==> config.mk <==
export PLATFORM = sky130hd
export DESIGN_NAME = hus_uart_top
export DESIGN_NICKNAME = d
export VERILOG_FILES = /design/src/hdl/hus_uart_top.v
export VERILOG_INCLUDE_DIRS = /design/src /design/src/hdl
export SDC_FILE = /design/constraint.sdc
export NUM_CORES = 1
export LEC_CHECK = 0
export BUFFER_PORTS_ARGS = -buffer_cell sky130_fd_sc_hd__buf_2
export CORE_ASPECT_RATIO = 1.4
export CORE_MARGIN = 2
export CORE_UTILIZATION = 40
export CTS_CLUSTER_DIAMETER = 100
export CTS_CLUSTER_SIZE = 12
export DETAILED_ROUTE_END_ITERATION = 10
export GPL_ROUTABILITY_DRIVEN = 0
export PLACE_DENSITY_LB_ADDON = 0.05
export SLEW_MARGIN = 20
export SYNTH_ARGS = -nofsm -noshare
export SYNTH_HDL_FRONTEND = slang
export SYNTH_SLANG_ARGS = --single-unit
==> constraint.sdc <==
create_clock -name clk_i -period 9.5 [get_ports clk_i]
set_input_delay 0.475 -clock clk_i [delete_from_list [all_inputs] [get_ports clk_i]]
set_output_delay 0.475 -clock clk_i [all_outputs]
set_load 0.005 [all_outputs]
==> src/hdl/hus_defines.vh <==
// register map, field positions, reset values and rates for the host uart
`ifndef HUS_DEFINES_VH
`define HUS_DEFINES_VH

// register indices; byte address on the bus is four times the index
`define HUS_IDX_DATA 3'h0
`define HUS_IDX_IER 3'h1
`define HUS_IDX_IIR 3'h2
`define HUS_IDX_LCR 3'h3
`define HUS_IDX_MCR 3'h4
`define HUS_IDX_LSR 3'h5
`define HUS_IDX_MSR 3'h6
`define HUS_IDX_SCR 3'h7

// line control fields
`define HUS_LCR_DIVSEL 7
`define HUS_LCR_BREAK 6
`define HUS_LCR_STICK 5
`define HUS_LCR_EVEN 4
`define HUS_LCR_PAREN 3
`define HUS_LCR_STOP2 2

// modem control outputs fields
`define HUS_MCR_LOOP 4
`define HUS_MCR_USER_OUTPUT_TWO 3
`define HUS_MCR_USER_OUTPUT_ONE 2
`define HUS_MCR_RTS 1
`define HUS_MCR_DTR 0

// fifo control fields
`define HUS_FCR_EN 0
`define HUS_FCR_RXCLR 1
`define HUS_FCR_TXCLR 2

// interrupt identification codes
`define HUS_IID_NONE 4'h1
`define HUS_IID_LINE 4'h6
`define HUS_IID_RDA 4'h4
`define HUS_IID_TMO 4'hC
`define HUS_IID_HOLDING_EMPTY_FLAG 4'h2
`define HUS_IID_MODEM 4'h0

// receive trigger levels selected by the two-bit field
`define HUS_TRIG_0 5'h01
`define HUS_TRIG_1 5'h04
`define HUS_TRIG_2 5'h08
`define HUS_TRIG_3 5'h0E

// baud base rate and the rate used for a zero divisor
`define HUS_BAUD_BASE 115200
`define HUS_BAUD_ZERO 230400
`define HUS_CLK_HZ 20000000

// reset values and the receive timeout length in characters
`define HUS_RST_LCR 8'h03
`define HUS_RST_DIV 16'h000C
`define HUS_TO_CHARS 3'h4

`endif

==> src/hdl/hus_uart_top.v <==
// host side uart: status flags, buffers, divisor, fifo interrupts
//
// Summary of operation
// - overrun set on unread overwrite, cleared reading status
// - fifo mode: overrun only when fifo full
// - receive ready set on char, cleared on read
// - fifo mode: ready while fifo non-empty
// - modem status: states high, changes low nibble
// - any change bit raises modem status interrupt
// - carrier and ring states, loopback mirrors outputs
// - set-ready state, loopback mirrors terminal-ready
// - clear-to-send state, loopback mirrors request-to-send
// - carrier, set-ready, clear-send change flags
// - ring change flag only on falling edge
// - offset 0 read returns oldest received char
// - offset 0 write loads transmit, lsb first
// - divisor select maps offsets 0,1 to divisor
// - baud equals 115200 over divisor, zero fast
// - offset 7 scratch byte, no side effect
// - fifo receive interrupts need fifo and enable
// - data-available code at trigger level
// - timeout after four idle character times
// - transmit-empty code, cleared by write or id
// - delay empty indication when fifo barely used
// - first empty after fifo enable is immediate
// - interrupt line driven only with output two
//
// Register access over Wishbone was decided locally.
`timescale 1ns/1ps
`include "hus_defines.vh"

module hus_fifo #(
   parameter DW = 8,
   parameter AW = 4
) (
   input wire clk_i, // system clock
   input wire rst_i, // synchronous reset
   input wire ce_i, // clock enable
   input wire clr_i, // flush contents
   input wire push_i, // write strobe
   input wire pop_i, // read strobe
   input wire [DW-1:0] din_i, // write data
   output wire [DW-1:0] dout_o, // oldest entry
   output reg [AW:0] cnt_o // entries held
);
   reg [DW-1:0] mem [0:(1<<AW)-1];
   reg [AW-1:0] wp_r;
   reg [AW-1:0] rp_r;
   wire do_pop;
   wire do_push;

   assign dout_o = mem[rp_r];
   assign do_pop = pop_i && (cnt_o != 0);
   assign do_push = push_i && (do_pop || cnt_o != (1 << AW));

   // pointers and count; a push into a full fifo is dropped unless a pop comes in the same cycle
   always @(posedge clk_i) begin
      if (rst_i || (ce_i && clr_i)) begin
         wp_r <= {AW{1'b0}};
         rp_r <= {AW{1'b0}};
         cnt_o <= {(AW+1){1'b0}};
      end else if (ce_i) begin
         if (do_push) begin
            mem[wp_r] <= din_i;
            wp_r <= wp_r + 1'b1;
         end
         if (do_pop)
            rp_r <= rp_r + 1'b1;
         if (do_push && !do_pop)
            cnt_o <= cnt_o + 1'b1;
         else if (do_pop && !do_push)
            cnt_o <= cnt_o - 1'b1;
      end
   end
endmodule

module hus_uart_top #(
   parameter CLK_HZ = `HUS_CLK_HZ,
   parameter DEPTH_LOG2 = 4
) (
   input wire clk_i, // system clock
   input wire rst_i, // synchronous reset, high
   input wire ce_i, // clock enable
   input wire wb_cyc_i, // bus cycle
   input wire wb_stb_i, // bus strobe
   input wire wb_we_i, // bus write
   input wire [4:0] wb_adr_i, // byte address
   input wire [3:0] wb_sel_i, // byte lanes
   input wire [31:0] wb_dat_i, // write data
   output wire [31:0] wb_dat_o, // read data
   output wire wb_ack_o, // acknowledge
   input wire rx_valid_i, // received char strobe
   input wire [7:0] rx_data_i, // received char
   input wire dcd_i, // carrier detect state
   input wire ri_i, // ring indicator state
   input wire dsr_i, // data set ready state
   input wire cts_i, // clear to send state
   output wire sout_o, // serial transmit data
   output wire dtr_o, // terminal ready
   output wire rts_o, // request to send
   output wire irq_o, // host interrupt line level
   output wire irq_oe_o // host interrupt line enable
);
   localparam CW = DEPTH_LOG2 + 1;
   localparam [CW-1:0] DEPTH = {1'b1, {DEPTH_LOG2{1'b0}}};
   localparam [47:0] CLK48 = CLK_HZ;

   reg ack_r;
   reg [7:0] dat_r;
   reg [7:0] ier_r;
   reg [7:0] lcr_r;
   reg [7:0] mcr_r;
   reg [7:0] scr_r;
   reg [15:0] div_r;
   reg fifo_en_r;
   reg [1:0] trig_sel_r;
   reg oe_r;
   reg [3:0] delta_r;
   reg [3:0] msr_prev_r;
   reg [47:0] acc_r;
   reg tick_r;
   reg [6:0] to_cnt_r;
   reg busy_r;
   reg [11:0] frame_r;
   reg [3:0] nbits_r;
   reg [7:0] lb_data_r;
   reg sout_r;
   reg holding_empty_flag_q_r;
   reg holding_empty_flag_int_r;
   reg two_seen_r;
   reg first_r;
   reg dly_act_r;
   reg [3:0] dly_r;
   reg irq_r;

   wire take = ce_i && wb_cyc_i && wb_stb_i && !ack_r;
   wire [2:0] idx = wb_adr_i[4:2];
   wire wr = take && wb_we_i && wb_sel_i[0];
   wire rd = take && !wb_we_i;
   wire divsel = lcr_r[`HUS_LCR_DIVSEL];
   wire loop = mcr_r[`HUS_MCR_LOOP];

   // fifo and frame derived values
   wire [CW-1:0] rx_cnt;
   wire [CW-1:0] tx_cnt;
   wire [7:0] rx_dout;
   wire [7:0] tx_dout;
   wire [3:0] wlen = {2'b00, lcr_r[1:0]} + 4'h5;
   wire [3:0] charbits = 4'h1 + wlen + {3'b000, lcr_r[`HUS_LCR_PAREN]} +
                         (lcr_r[`HUS_LCR_STOP2] ? 4'h2 : 4'h1);
   wire [6:0] to_lim = {3'b000, charbits} * {4'h0, `HUS_TO_CHARS};
   reg [CW-1:0] trig;
   reg [11:0] frm;
   reg par;
   reg [7:0] dmask;
   integer i;

   // rx path; loopback pushes frame_r[8:1] into the receiver as each tx char completes
   wire lb_push = busy_r && tick_r && nbits_r == 4'h1 && loop;
   wire rx_push = loop ? lb_push : (ce_i && rx_valid_i);
   wire [7:0] rx_din = loop ? frame_r[8:1] & dmask : rx_data_i;
   wire rx_full = fifo_en_r ? (rx_cnt == DEPTH) : (rx_cnt != 0);
   wire rx_over = rx_push && rx_full;
   wire rd_rbr = rd && idx == `HUS_IDX_DATA && !divsel;
   wire rx_pop = rd_rbr || (rx_over && !fifo_en_r);
   wire wr_thr = wr && idx == `HUS_IDX_DATA && !divsel;
   wire tx_full = fifo_en_r ? (tx_cnt == DEPTH) : (tx_cnt != 0);
   wire tx_load = !busy_r && tx_cnt != 0;
   wire holding_empty_flag = tx_cnt == 0;
   wire temt = holding_empty_flag && !busy_r;
   wire wr_fcr = wr && idx == `HUS_IDX_IIR;
   wire fcr_clr = wr_fcr && wb_dat_i[`HUS_FCR_EN] != fifo_en_r;

   // modem state mux; loopback ties the control outputs back
   wire [3:0] msr_cur = loop ? {mcr_r[`HUS_MCR_USER_OUTPUT_TWO], mcr_r[`HUS_MCR_USER_OUTPUT_ONE],
                                mcr_r[`HUS_MCR_DTR], mcr_r[`HUS_MCR_RTS]}
                             : {dcd_i, ri_i, dsr_i, cts_i};
   wire [3:0] msr_evt = {msr_cur[3] ^ msr_prev_r[3],
                         msr_prev_r[2] & ~msr_cur[2],
                         msr_cur[1] ^ msr_prev_r[1],
                         msr_cur[0] ^ msr_prev_r[0]};

   // interrupt sources in priority order
   wire timeout = rx_cnt != 0 && to_cnt_r >= to_lim;
   wire int_line = ier_r[2] && oe_r;
   wire int_rda = ier_r[0] && (fifo_en_r ? rx_cnt >= trig
                                         : rx_cnt != 0);
   wire int_tmo = ier_r[0] && fifo_en_r && timeout;
   wire int_thr = ier_r[1] && holding_empty_flag_int_r;
   wire int_ms = ier_r[3] && delta_r != 4'h0;
   reg [3:0] iid;
   reg [7:0] rd_mux;

   hus_fifo #(.DW(8), .AW(DEPTH_LOG2)) u_rxf (
      .clk_i(clk_i),
      .rst_i(rst_i),
      .ce_i(ce_i),
      .clr_i(fcr_clr || (wr_fcr && wb_dat_i[`HUS_FCR_RXCLR])),
      .push_i(rx_push),
      .pop_i(rx_pop),
      .din_i(rx_din),
      .dout_o(rx_dout),
      .cnt_o(rx_cnt)
   );

   hus_fifo #(.DW(8), .AW(DEPTH_LOG2)) u_txf (
      .clk_i(clk_i),
      .rst_i(rst_i),
      .ce_i(ce_i),
      .clr_i(fcr_clr || (wr_fcr && wb_dat_i[`HUS_FCR_TXCLR])),
      .push_i(wr_thr && !tx_full),
      .pop_i(tx_load),
      .din_i(wb_dat_i[7:0]),
      .dout_o(tx_dout),
      .cnt_o(tx_cnt)
   );

   // trigger level, interrupt id and transmit frame assembly
   always @* begin
      case (trig_sel_r)
         2'b00: trig = `HUS_TRIG_0;
         2'b01: trig = `HUS_TRIG_1;
         2'b10: trig = `HUS_TRIG_2;
         default: trig = `HUS_TRIG_3;
      endcase
      if (int_line)
         iid = `HUS_IID_LINE;
      else if (int_rda)
         iid = `HUS_IID_RDA;
      else if (int_tmo)
         iid = `HUS_IID_TMO;
      else if (int_thr)
         iid = `HUS_IID_HOLDING_EMPTY_FLAG;
      else if (int_ms)
         iid = `HUS_IID_MODEM;
      else
         iid = `HUS_IID_NONE;
      dmask = 8'hFF >> (4'h8 - wlen);
      if (lcr_r[`HUS_LCR_STICK])
         par = ~lcr_r[`HUS_LCR_EVEN];
      else
         par = lcr_r[`HUS_LCR_EVEN] ? ^(tx_dout & dmask)
                                    : ~^(tx_dout & dmask);
      // start bit then data lsb first, parity, stop bits as ones
      frm = 12'hFFE;
      for (i = 0; i < 8; i = i + 1) begin
         if (i < wlen)
            frm[i+1] = tx_dout[i];
      end
      if (lcr_r[`HUS_LCR_PAREN])
         frm[wlen+1] = par;
   end

   // read data mux; bits above the byte read as zero
   always @* begin
      case (idx)
         `HUS_IDX_DATA: rd_mux = divsel ? div_r[7:0] : rx_dout;
         `HUS_IDX_IER: rd_mux = divsel ? div_r[15:8] : ier_r;
         `HUS_IDX_IIR: rd_mux = {fifo_en_r, fifo_en_r, 2'b00, iid};
         `HUS_IDX_LCR: rd_mux = lcr_r;
         `HUS_IDX_MCR: rd_mux = mcr_r;
         `HUS_IDX_LSR: rd_mux = {1'b0, temt, holding_empty_flag, 3'b000, oe_r,
                                 rx_cnt != 0};
         `HUS_IDX_MSR: rd_mux = {msr_cur, delta_r};
         default: rd_mux = scr_r;
      endcase
   end

   // bus slave: one wait state, ack dropped the cycle after
   always @(posedge clk_i) begin
      if (rst_i) begin
         ack_r <= 1'b0;
         dat_r <= 8'h00;
      end else if (ce_i) begin
         ack_r <= take;
         if (rd)
            dat_r <= rd_mux;
      end
   end

   // host written registers
   always @(posedge clk_i) begin
      if (rst_i) begin
         ier_r <= 8'h00;
         lcr_r <= `HUS_RST_LCR;
         mcr_r <= 8'h00;
         scr_r <= 8'h00;
         div_r <= `HUS_RST_DIV;
         fifo_en_r <= 1'b0;
         trig_sel_r <= 2'b00;
      end else if (wr) begin
         case (idx)
            `HUS_IDX_DATA: if (divsel) div_r[7:0] <= wb_dat_i[7:0];
            `HUS_IDX_IER: begin
               if (divsel)
                  div_r[15:8] <= wb_dat_i[7:0];
               else
                  ier_r <= {4'h0, wb_dat_i[3:0]};
            end
            `HUS_IDX_IIR: begin
               fifo_en_r <= wb_dat_i[`HUS_FCR_EN];
               trig_sel_r <= wb_dat_i[7:6];
            end
            `HUS_IDX_LCR: lcr_r <= wb_dat_i[7:0];
            `HUS_IDX_MCR: mcr_r <= {3'b000, wb_dat_i[4:0]};
            `HUS_IDX_SCR: scr_r <= wb_dat_i[7:0];
            default: scr_r <= scr_r;
         endcase
      end
   end

   // overrun and modem change flags; a set wins over the read clear
   always @(posedge clk_i) begin
      if (rst_i) begin
         oe_r <= 1'b0;
         delta_r <= 4'h0;
         msr_prev_r <= 4'h0;
      end else if (ce_i) begin
         msr_prev_r <= msr_cur;
         if (rx_over)
            oe_r <= 1'b1;
         else if (rd && idx == `HUS_IDX_LSR)
            oe_r <= 1'b0;
         if (rd && idx == `HUS_IDX_MSR)
            delta_r <= msr_evt;
         else
            delta_r <= delta_r | msr_evt;
      end
   end

   // fractional baud generator: tick rate is base over divisor; restarted
   // at each frame load so the start bit is never cut short
   always @(posedge clk_i) begin : baud
      reg [47:0] sum;
      reg [47:0] lim;
      sum = acc_r + ((div_r == 16'h0000) ? 48'd`HUS_BAUD_ZERO
                                          : 48'd`HUS_BAUD_BASE);
      lim = CLK48 * ((div_r == 16'h0000) ? 48'd1 : {32'h0, div_r});
      if (rst_i || (ce_i && tx_load)) begin
         acc_r <= 48'h0;
         tick_r <= 1'b0;
      end else if (ce_i) begin
         tick_r <= sum >= lim;
         acc_r <= (sum >= lim) ? sum - lim : sum;
      end
   end

   // idle timer in bit periods, restarted by receive fifo pushes and reads and while that fifo is empty
   always @(posedge clk_i) begin
      if (rst_i)
         to_cnt_r <= 7'h00;
      else if (ce_i) begin
         if (rx_push || rd_rbr || rx_cnt == 0)
            to_cnt_r <= 7'h00;
         else if (tick_r && to_cnt_r != 7'h7F)
            to_cnt_r <= to_cnt_r + 7'h01;
      end
   end

   // transmit shifter; serial line held at mark in loopback
   always @(posedge clk_i) begin
      if (rst_i) begin
         busy_r <= 1'b0;
         frame_r <= 12'hFFF;
         nbits_r <= 4'h0;
         lb_data_r <= 8'h00;
         sout_r <= 1'b1;
      end else if (ce_i) begin
         sout_r <= (loop || !busy_r) ? 1'b1
                   : frame_r[0] & ~lcr_r[`HUS_LCR_BREAK];
         if (tx_load) begin
            busy_r <= 1'b1;
            frame_r <= frm;
            nbits_r <= charbits;
            lb_data_r <= tx_dout;
         end else if (busy_r && tick_r) begin
            frame_r <= {1'b1, frame_r[11:1]};
            nbits_r <= nbits_r - 4'h1;
            if (nbits_r == 4'h1)
               busy_r <= 1'b0;
         end
      end
   end

   // transmit-empty interrupt with the short-burst delay
   always @(posedge clk_i) begin
      if (rst_i) begin
         holding_empty_flag_q_r <= 1'b0;
         holding_empty_flag_int_r <= 1'b0;
         two_seen_r <= 1'b0;
         first_r <= 1'b0;
         dly_act_r <= 1'b0;
         dly_r <= 4'h0;
      end else if (ce_i) begin
         holding_empty_flag_q_r <= holding_empty_flag;
         if (tx_cnt >= 2)
            two_seen_r <= 1'b1;
         if (wr_fcr && wb_dat_i[`HUS_FCR_EN] && !fifo_en_r)
            first_r <= 1'b1;
         // only a fresh empty edge raises it; first_r just skips the delay
         if (holding_empty_flag && !holding_empty_flag_q_r && !holding_empty_flag_int_r) begin
            two_seen_r <= 1'b0;
            first_r <= 1'b0;
            if (fifo_en_r && !two_seen_r && !first_r) begin
               dly_act_r <= 1'b1;
               dly_r <= charbits - 4'h1;
            end else
               holding_empty_flag_int_r <= 1'b1;
         end else if (dly_act_r && tick_r) begin
            if (dly_r <= 4'h1) begin
               dly_act_r <= 1'b0;
               holding_empty_flag_int_r <= 1'b1;
            end else
               dly_r <= dly_r - 4'h1;
         end else if (wr_thr) begin
            holding_empty_flag_int_r <= 1'b0;
            dly_act_r <= 1'b0;
         end else if (rd && idx == `HUS_IDX_IIR && iid == `HUS_IID_HOLDING_EMPTY_FLAG)
            holding_empty_flag_int_r <= 1'b0;
      end
   end

   // interrupt line level registered for a clean output
   always @(posedge clk_i) begin
      if (rst_i)
         irq_r <= 1'b0;
      else if (ce_i)
         irq_r <= iid != `HUS_IID_NONE;
   end

   assign wb_ack_o = ack_r;
   assign wb_dat_o = {24'h000000, dat_r};
   assign sout_o = sout_r;
   assign dtr_o = mcr_r[`HUS_MCR_DTR];
   assign rts_o = mcr_r[`HUS_MCR_RTS];
   assign irq_o = irq_r;
   assign irq_oe_o = mcr_r[`HUS_MCR_USER_OUTPUT_TWO];
endmodule

After elaboration in Yosys (flattened, before gate mapping)
Memory sizes are Yosys's and may differ from the RTL's. A register that Yosys moved wholly into a read port is not among the register bits. Cells that the tools add are included.

Add/sub/neg operators: 20. Multiply operators: 1. Magnitude comparators: 15. Eq/ne operators: 22. Shift-type cells: 1. Multiplexer cells: 81. Bitwise operators: 12. Reductions and logical operators: 123.

Operator list (count): 4-bit 2-to-1 mux (15); 8-bit case mux with 7 select lines (1); 1-bit logical AND (54); 48-bit by 18-bit adder with 48-bit output (1); 48-bit by 41-bit greater-or-equal comparator with 1-bit output (1); 48-bit 2-to-1 mux (1); 48-bit by 41-bit subtractor with 48-bit output (1); 1-bit 2-to-1 mux (45); 12-bit 2-to-1 mux (3); 17-bit by 16-bit multiplier with 33-bit output, first input constant (1); 2-bit AND reduction (16); 8-bit 2-to-1 mux (3); 5-bit 2-to-1 mux (4); 18-bit 2-to-1 mux (1); 2-bit nonzero test (9); 4-bit by 1-bit adder with 4-bit output, second input constant (4); 8-bit bitwise AND (2); 16-bit logical NOT (1); 3-bit by 4-bit < comparator with 1-bit output, first input constant (4); 16-bit 2-to-1 mux (1); 1-bit logical NOT (14); 7-bit 2-to-1 mux (2); 12-bit bitwise mux (1); 3-bit == test, second input constant (4); other kinds (51) (86).

Register bits: 172. RAM bits: 256. Bits of input ports: 60. Memories kept: 2.

Memory list: u_rxf.mem (depth 16, bits a word 8, read ports 1, clocked after Yosys merged registers in 1, write ports 1, line hus_uart_top.v:46) `reg [DW-1:0] mem [0:(1<<AW)-1];`; u_txf.mem (depth 16, bits a word 8, read ports 1, clocked after Yosys merged registers in 1, write ports 1, line hus_uart_top.v:46).

Longest topological paths before layout
Gate-level depths: netlist (run 1).

Depth after elaboration: 16. Gate-level depth with buffers: 41. Mapped depth without buffers: 39.

Hierarchy
A second synthesis (run 1) with hierarchy kept.

Cells, all modules: 2536. Area total of the unflattened synthesis: 26915.8 um^2.

Modules (own cells, without submodules): hus_uart_top (instances 1, cells an instance 1910, area each 15364.7 um^2); hus_fifo (instances 2, cells an instance 313, area each 5775.5 um^2).

Worst setup path after synthesis (run 1)
OpenSTA, ideal clock, no wires.

Kind: reg2reg. From: reg div_r[7]. To: reg acc_r[46]. Library setup time: 0.131 ns. Data arrival time: 9.029 ns. Required time: 9.369 ns. Setup slack: 0.340 ns. Stages on the path, launching flop included: 35. Period minus slack after synthesis: 9.160 ns. Cells stage by stage: dfxtp_1 -> or4_1 -> or4_1 -> clkbuf_1 -> inv_2 -> nor2_1 -> ha_1 -> ha_1 -> inv_1 -> fa_1 -> inv_1 -> fa_1 -> fa_1 -> inv_1 -> fa_1 -> inv_1 -> ha_1 -> and3_1 -> a21boi_0 -> o31a_1 -> o31a_1 -> o41ai_1 -> mux2i_1 -> a2111oi_0 -> ha_1 -> a21oi_1 -> o21bai_1 -> a221oi_1 -> o21ai_0 -> a31oi_1 -> a21o_1 -> clkbuf_1 -> a2111oi_0 -> a2111oi_0 -> nand2_1.

Cells in the longest elaborated chain, start to end: 5. Elaborated cells on any way between the ends: 8. Classes of those cells: 2 x add/sub; 1 x mul; 1 x order compare; 3 x mux; 1 x reduce/logical.

RTL lines: start: declaration (line hus_uart_top.v:114) `reg [15:0] div_r;`; start signal: assignment (line hus_uart_top.v:288) `` div_r <= `HUS_RST_DIV; ``; start signal: assignment (line hus_uart_top.v:293) `` `HUS_IDX_DATA: if (divsel) div_r[7:0] <= wb_dat_i[7:0]; ``; 16-bit logical NOT (line hus_uart_top.v:336, hus_uart_top.v:338); 16-bit 2-to-1 mux or 18-bit 2-to-1 mux (tied branches); 17-bit by 16-bit multiplier with 33-bit output or 48-bit by 18-bit adder with 48-bit output (tied branches) (line hus_uart_top.v:338, hus_uart_top.v:336); 48-bit by 41-bit subtractor with 48-bit output or 48-bit by 41-bit greater-or-equal comparator with 1-bit output (tied branches) (line hus_uart_top.v:344) `acc_r <= (sum >= lim) ? sum - lim : sum;`; 48-bit 2-to-1 mux (*) (line hus_uart_top.v:344); end signal: assignment (line hus_uart_top.v:344); end: declaration (line hus_uart_top.v:120) `reg [47:0] acc_r;`.

Every way passes the cells marked *; elsewhere a longest branch is shown, timed or not. A chain may end at the register's enable or synchronous reset.

Final worst setup path (run 1)
From: reg div_r[7]. To: reg acc_r[47].

The elaborated chain is that of the path after synthesis.

==> metrics.txt, run 1 <==
status=complete, no violations; port bufs=44; WL final=approximately 78,000 um; CTS tree=done; largest net degree at the start of global routing=slightly below 80; CP Max Fanout=6; Tmin final=around 9.1 ns; final hold viol count=0; GRT overflow=0; Netlist cell types=86; drt drc=0; fin util=0.446; Arrival @ worst endpoint=9.54 ns; Die Wd=223 um; Leak=between 10 and 15 nW; WS Path Type=reg -> reg; Critical Path End Type=register; global-route wire length before repair=119,000 um; XOR/XNOR share of the synthesized area=0.0425; Synth Area in Simple Gates=0.121; Detail Route Antenna Nets=0; minimum hold slack=about 0.26 ns; Longest Clk Path Bufs=3; commonest non-fill, non-tap cell in the layout=edfxtp_1; clk slew on worst S/H paths=about 0.070 ns; num rows=112; ys async rst share=0; Post-CTS Hold Buffers=0; Die Area=between 60,000 and 70,000 sq um; initial antenna violation count=4; core area=66,600 sq um; Crit path top cell by count=fa_1; Required @ worst endpoint=~10 ns; commonest non-fill, non-tap cells in the layout=256 x edfxtp_1, 236 x ha_1, 217 x nor2_1, 203 x nand2_1, 196 x inv_1; vias in the first global route=slightly below 20,000; Fmax=~110 MHz; # diodes=0; H-tree level count=2; Worst path slowest cell=or4_1; drt via density=~5.6; period utilization=0.954; final setup vio count=0; crit start category=register; insertion delay to the later sink of the worst-skew pair=roughly 0.59 ns; DR iter-0 viols=just under 1,000; Final #Nets=roughly 3,000; Slew Limit Fails=0; post-DP HPWL=just under 60,000 um; largest family of logic cells by synthesized area=adder cells; synth warn=0; sequential element share of the synthesized area=0.414; Total Power=roughly 0.0064 W; fin cells=3,470; maxcap violations=0; dominant synthesized flop cell=edfxtp_1; Slew headroom=0.269; chip height=between 300 and 400 um; share of cells above drive strength 1=0.115; Avg Inst Size Synth=10.7 sq um; drt first pass iters=5; Synth Instances=around 2,500; Clock Skew=0.0254 ns; IR drop worst, VDD=0.000187 V; Routed WL per cell=22.5 um; Ports=about 100; placed cell count=approximately 3,400; complex-gate fraction of the synthesized area=0.118; Initial Util=0.404; EDFF count, synth=about 260; Area growth syn-to-layout=10.5%; Power Density=roughly 220 nW/um^2; Slew @ Worst Pin=between 1 and 1.5 ns; total track usage=0.225; Synth Cell Area=roughly 27,000 sq um; Clock Sinks=428; Yosys reg bits=about 430; Adder-Cell Fraction of Synth Area=0.164; CTS root buf=clkbuf_16; Hold Crit Class=in -> reg; crit-path max cell delay=between 0.5 and 0.6 ns; post-synthesis mux area share=0.0893; via count=roughly 19,000; CTS buffer count=42
==> registers in the layout, indices dropped and copies added (netlist names), 7 cells and up, named ones only <==
| signal | flops |
|---|---|
| div_r | 16 |
| acc_r | 40 |
| to_cnt_r | 7 |
| frame_r | 12 |
| lcr_r | 8 |
| u_rxf.mem | 128 |
| dat_r | 8 |
| scr_r | 8 |
| u_txf.mem | 128 |
==> where the power goes <==
| group | leakage (nW) | switching [W] | total (W) | internal, W |
|---|---|---|---|---|
| combinational | 7.55 | 0.00156 | 0.00260 | 0.00103 |
| sequential | 3.70 | 0.000137 | 0.00222 | 0.00208 |
| clock | 0.590 | 0.000744 | 0.00158 | 0.000836 |
| total | 11.8 | 0.00244 | 0.00640 | 0.00395 |
==> Yosys cell counts, types with 8 or more instances <==
cell       number  area share
a31oi_1        17      0.0040
nand2b_1       24      0.0056
fa_1           72       0.054
o31ai_1        16      0.0045
ha_1          238        0.11
nor3_1         38      0.0071
nand3_1        61       0.011
a22oi_1        13      0.0036
a211oi_1       29      0.0081
a311oi_1       17      0.0055
dfxtp_1       172        0.13
nand2_1       203       0.028
a21o_1         36       0.010
a21oi_1       130       0.024
clkbuf_1       74       0.010
nand4_1        21      0.0049
a221oi_1       12      0.0039
buf_1          17      0.0024
a2111oi_0       9      0.0029
nor2b_1        13      0.0030
mux2_2          8      0.0034
or3_1          15      0.0035
mux4_2         62       0.052
edfxtp_1      256        0.29
nor2_1        217       0.030
a211o_1         9      0.0029
xnor2_1        72       0.023
o21ai_1        16      0.0030
o21bai_1       12      0.0034
and2_1          8      0.0019
mux2i_1        81       0.030
o21ai_0        78       0.015
o211ai_1       13      0.0036
nor4_1         14      0.0033
and3_1         23      0.0054
xor2_1         50       0.016
nand3b_1       10      0.0028
inv_1         197       0.028
o21a_1         14      0.0039
buf_4          28      0.0078
==> logic make-up (layout without fill, tap and decap cells) <==
| logic type | after synthesis | count (layout) |
|---|---|---|
| and+or+nand+nor | 693 | 693 |
| xor gates and xnor gates | 125 | 125 |
| buffers and inverters | 328 | 398 |
| other | 1 | 24 |
| AOI/OAI and AO/OA | 482 | 482 |
| DFF | 428 | 428 |
| muxes | 155 | 155 |
| adders and majority gates | 310 | 310 |
==> path summary, 6_finish.rpt <==
kind / from / end / slack [ns] / cells after the start
max reg2reg: div_r[7]$_SDFFE_PP0P_ / acc_r[47]$_SDFFE_PP0P_ / 0.44 / 34
min reg2reg: dat_r[2]$_SDFFE_PP0P_ / dat_r[2]$_SDFFE_PP0P_ / 0.45 / 2
min: rst_i / nbits_r[2]$_SDFFE_PP0P_ / 0.26 / 2
max: div_r[7]$_SDFFE_PP0P_ / acc_r[47]$_SDFFE_PP0P_ / 0.44 / 34
==> metrics by stage <==
stage                     area (sq um)  setup TNS [ns]  worst slack, ns
after floorplan                  27000               0            0.340
after global placement           28300               0            0.134
after detailed placement         28300        -0.00302         -0.00302
after CTS                        29500               0           0.0652
after global routing             29700          -0.118          -0.0381
final                            29700               0            0.437
==> worst max-delay path: cells and delay by family (launching register included) <==
kind | cells | cell delay [ns]
AND/OR/NAND/NOR | 6 | 2.02
flip-flops | 1 | 0.31
buffers and inverters | 7 | 0.92
multiplexers | 1 | 0.08
adder cells (fa/ha/maj) | 8 | 3.29
AO/OA/AOI/OAI | 12 | 2.34
==> area by class of cell <==
| cell class | instances | area [sq um] |
|---|---|---|
| fillers | 6375 | 36900 |
| well taps | 855 | 1070 |
| inverters | 200 | 756 |
| repair buffers | 125 | 875 |
| multi-input cells | 1789 | 14600 |
| flip-flops and latches | 428 | 11100 |
| clock buffers | 67 | 1150 |
| clock inverters | 6 | 80.1 |
==> per-layer routing <==
metal / vias up / global-route usage / wire length [um]
met5: - / 0 / 55
met4: 8 / 0.0865 / 3120
met3: 140 / 0.0283 / 2380
met2: 342 / 0.438 / 43100
met1: 9639 / 0.242 / 29500
li1: 9241 / - / -
==> repair_timing <==
action / CTS / global route
setup buffers: 0 / 3
gates resized for setup: 2 / 31
pin swaps: 0 / 4
setup endpoints to repair: 1 / 41
Note: power is estimated with default switching activity, not from simulation.
==> run 2: changes to the inputs <==
Clock period 9.5 ns to 7.39 ns, I/O delays scaled along.
==> metrics.txt, run 2 (synthesized netlist as in run 1, its figures left out) <==
DR iter-0 viols=between 1,000 and 1,500; drt first pass iters=5; r2r setup slk=-1.19 ns; Clock Sinks=approximately 430; Detail Route Antenna Nets=0; Die Area=69,300 sq um; Area growth syn-to-layout=22.2%; total track usage=0.234; Slew headroom=0.270; num rows=roughly 110; Slew @ Worst Pin=approximately 1.1 ns; final worst slack=-1.19 ns; Leak=approximately 13 nW; Critical Path End Type=register; Slew Limit Fails=0; crit start category=register; failing checks=setup timing; maxcap violations=0; final setup vio count=about 40; WL final=between 80,000 and 90,000 um; core area=about 67,000 sq um; via count=between 20,000 and 25,000; Crit path top cell by count=buf_4; share of cells above drive strength 1=0.238; clk slew on worst S/H paths=0.07 ns; chip height=311 um; minimum hold slack=about 0.24 ns; initial antenna violation count=6; Largest regs=u_rxf.mem: 128 flops, u_txf.mem: 128 flops, acc_r: 40 flops; Ports=98; register area=~11,000 sq um; Worst path slowest cell=fa_2; Power Density=between 200 and 300 nW/um^2; commonest non-fill, non-tap cells in the layout=290 x buf_4, 256 x edfxtp_1, 210 x ha_1, 209 x nor2_1, 188 x inv_1; Die Wd=223 um; area post-placement=roughly 30,000 sq um; Setup Total Neg Slack=-42.12 ns; Post-CTS Hold Buffers=0; Required @ worst endpoint=around 8 ns; fin util=0.494; post-DP HPWL=63,100 um; Arrival @ worst endpoint=a little over 9 ns; Total Power=around 0.0095 W; commonest non-fill, non-tap cell in the layout=buf_4; RSZ-0062 raised after global routing=yes; CTS root buf=clkbuf_16; H-tree level count=2; WS Path Type=reg -> reg; Final #Nets=around 3,200; vias in the first global route=between 20,000 and 25,000; fin area=32,900 sq um; fillers=6,056; Fmax=approximately 120 MHz; crit-path max cell delay=~0.58 ns; final hold viol count=0; insertion delay to the later sink of the worst-skew pair=about 0.6 ns; Multi-input gate area=15,800 sq um; largest net degree at the start of global routing=between 50 and 60; Hold Crit Class=in -> reg; CP Max Fanout=5; GRT overflow=0; global-route wire length before repair=~120,000 um; Longest Clk Path Bufs=3; period utilization=1.16; Tmin final=about 8.6 ns; IR drop worst, VDD=between 0.0002 and 0.00025 V; CTS buffer count=between 40 and 50; status=finished with violations; Initial Util=0.404; port bufs=44; Routed WL per cell=between 20 and 25 um; drt via density=between 5 and 6; CTS tree=done; drt drc=0; Clock Skew=0.0359 ns
[run 2: cell types whose count changed in the layout (fill, tap and decap cells not counted), sizes merged]
cell | before | now
buf | 125 | 362
inv | 202 | 199
diode | 0 | 2
bufinv | 0 | 1
clkbuf | 67 | 66
clkinv | 4 | 3
[run 2: metal layers]
layer	part of all wire	wire length [um]	GRT usage	up-vias
met5	0.000097	8	0	-
met4	0.056	4630	0.121	2
met3	0.025	2100	0.0236	177
met2	0.55	45000	0.451	354
met1	0.37	30800	0.250	10100
li1	-	-	-	9712
[run 2: cell type report]
type,count,share of cell area
clock inverters,3,0.00274
clock buffers,64,0.0345
flip-flops and latches,428,0.339
well taps,855,0.0326
diodes,2,0.000152
multi-input cells,1789,0.480
inverters,200,0.0234
repair buffers,364,0.0881
[run 2: through the flow]
step / std cells / setup slack, ns
final: 3705 / -1.19
after global routing: 3703 / -1.52
after CTS: 3700 / -1.21
after detailed placement: 3614 / -1.54
after global placement: 3614 / -1.46
after floorplan: 2545 / -0.815
[run 2: worst paths after layout]
kind / startpoint / end / depth (start not counted)
worst min register to register: acc_r[27]$_SDFFE_PP0P_ / acc_r[27]$_SDFFE_PP0P_ / 2
worst max-delay path: div_r[6]$_SDFFE_PP0P_ / acc_r[46]$_SDFFE_PP0P_ / 38
worst max register to register: div_r[6]$_SDFFE_PP0P_ / acc_r[46]$_SDFFE_PP0P_ / 38
worst min-delay path: rst_i / dly_r[1]$_SDFFE_PP0P_ / 2
[run 2: power by group]
group          internal, W  leakage [nW]  switching (W)
clock              0.00109         0.581       0.000939
sequential         0.00268          3.70       0.000208
combinational      0.00210          8.93        0.00244
[run 2: critical path: cells and delay by family, from the launching register on]
| kind | cells | cell delay [ns] |
|---|---|---|
| buffers and inverters | 11 | 1.38 |
| adders and majority gates | 8 | 3.10 |
| DFF | 1 | 0.31 |
| AOI/OAI and AO/OA | 12 | 1.93 |
| and+or+nand+nor | 6 | 1.55 |
| xor gates and xnor gates | 1 | 0.20 |
[run 2: repair_timing]
action                                  CTS  global route
buffers inserted                         16             8
gates cloned                              3             2
pin swaps                                77            71
endpoints found under the setup margin   41            41
gates resized for setup                 105           104
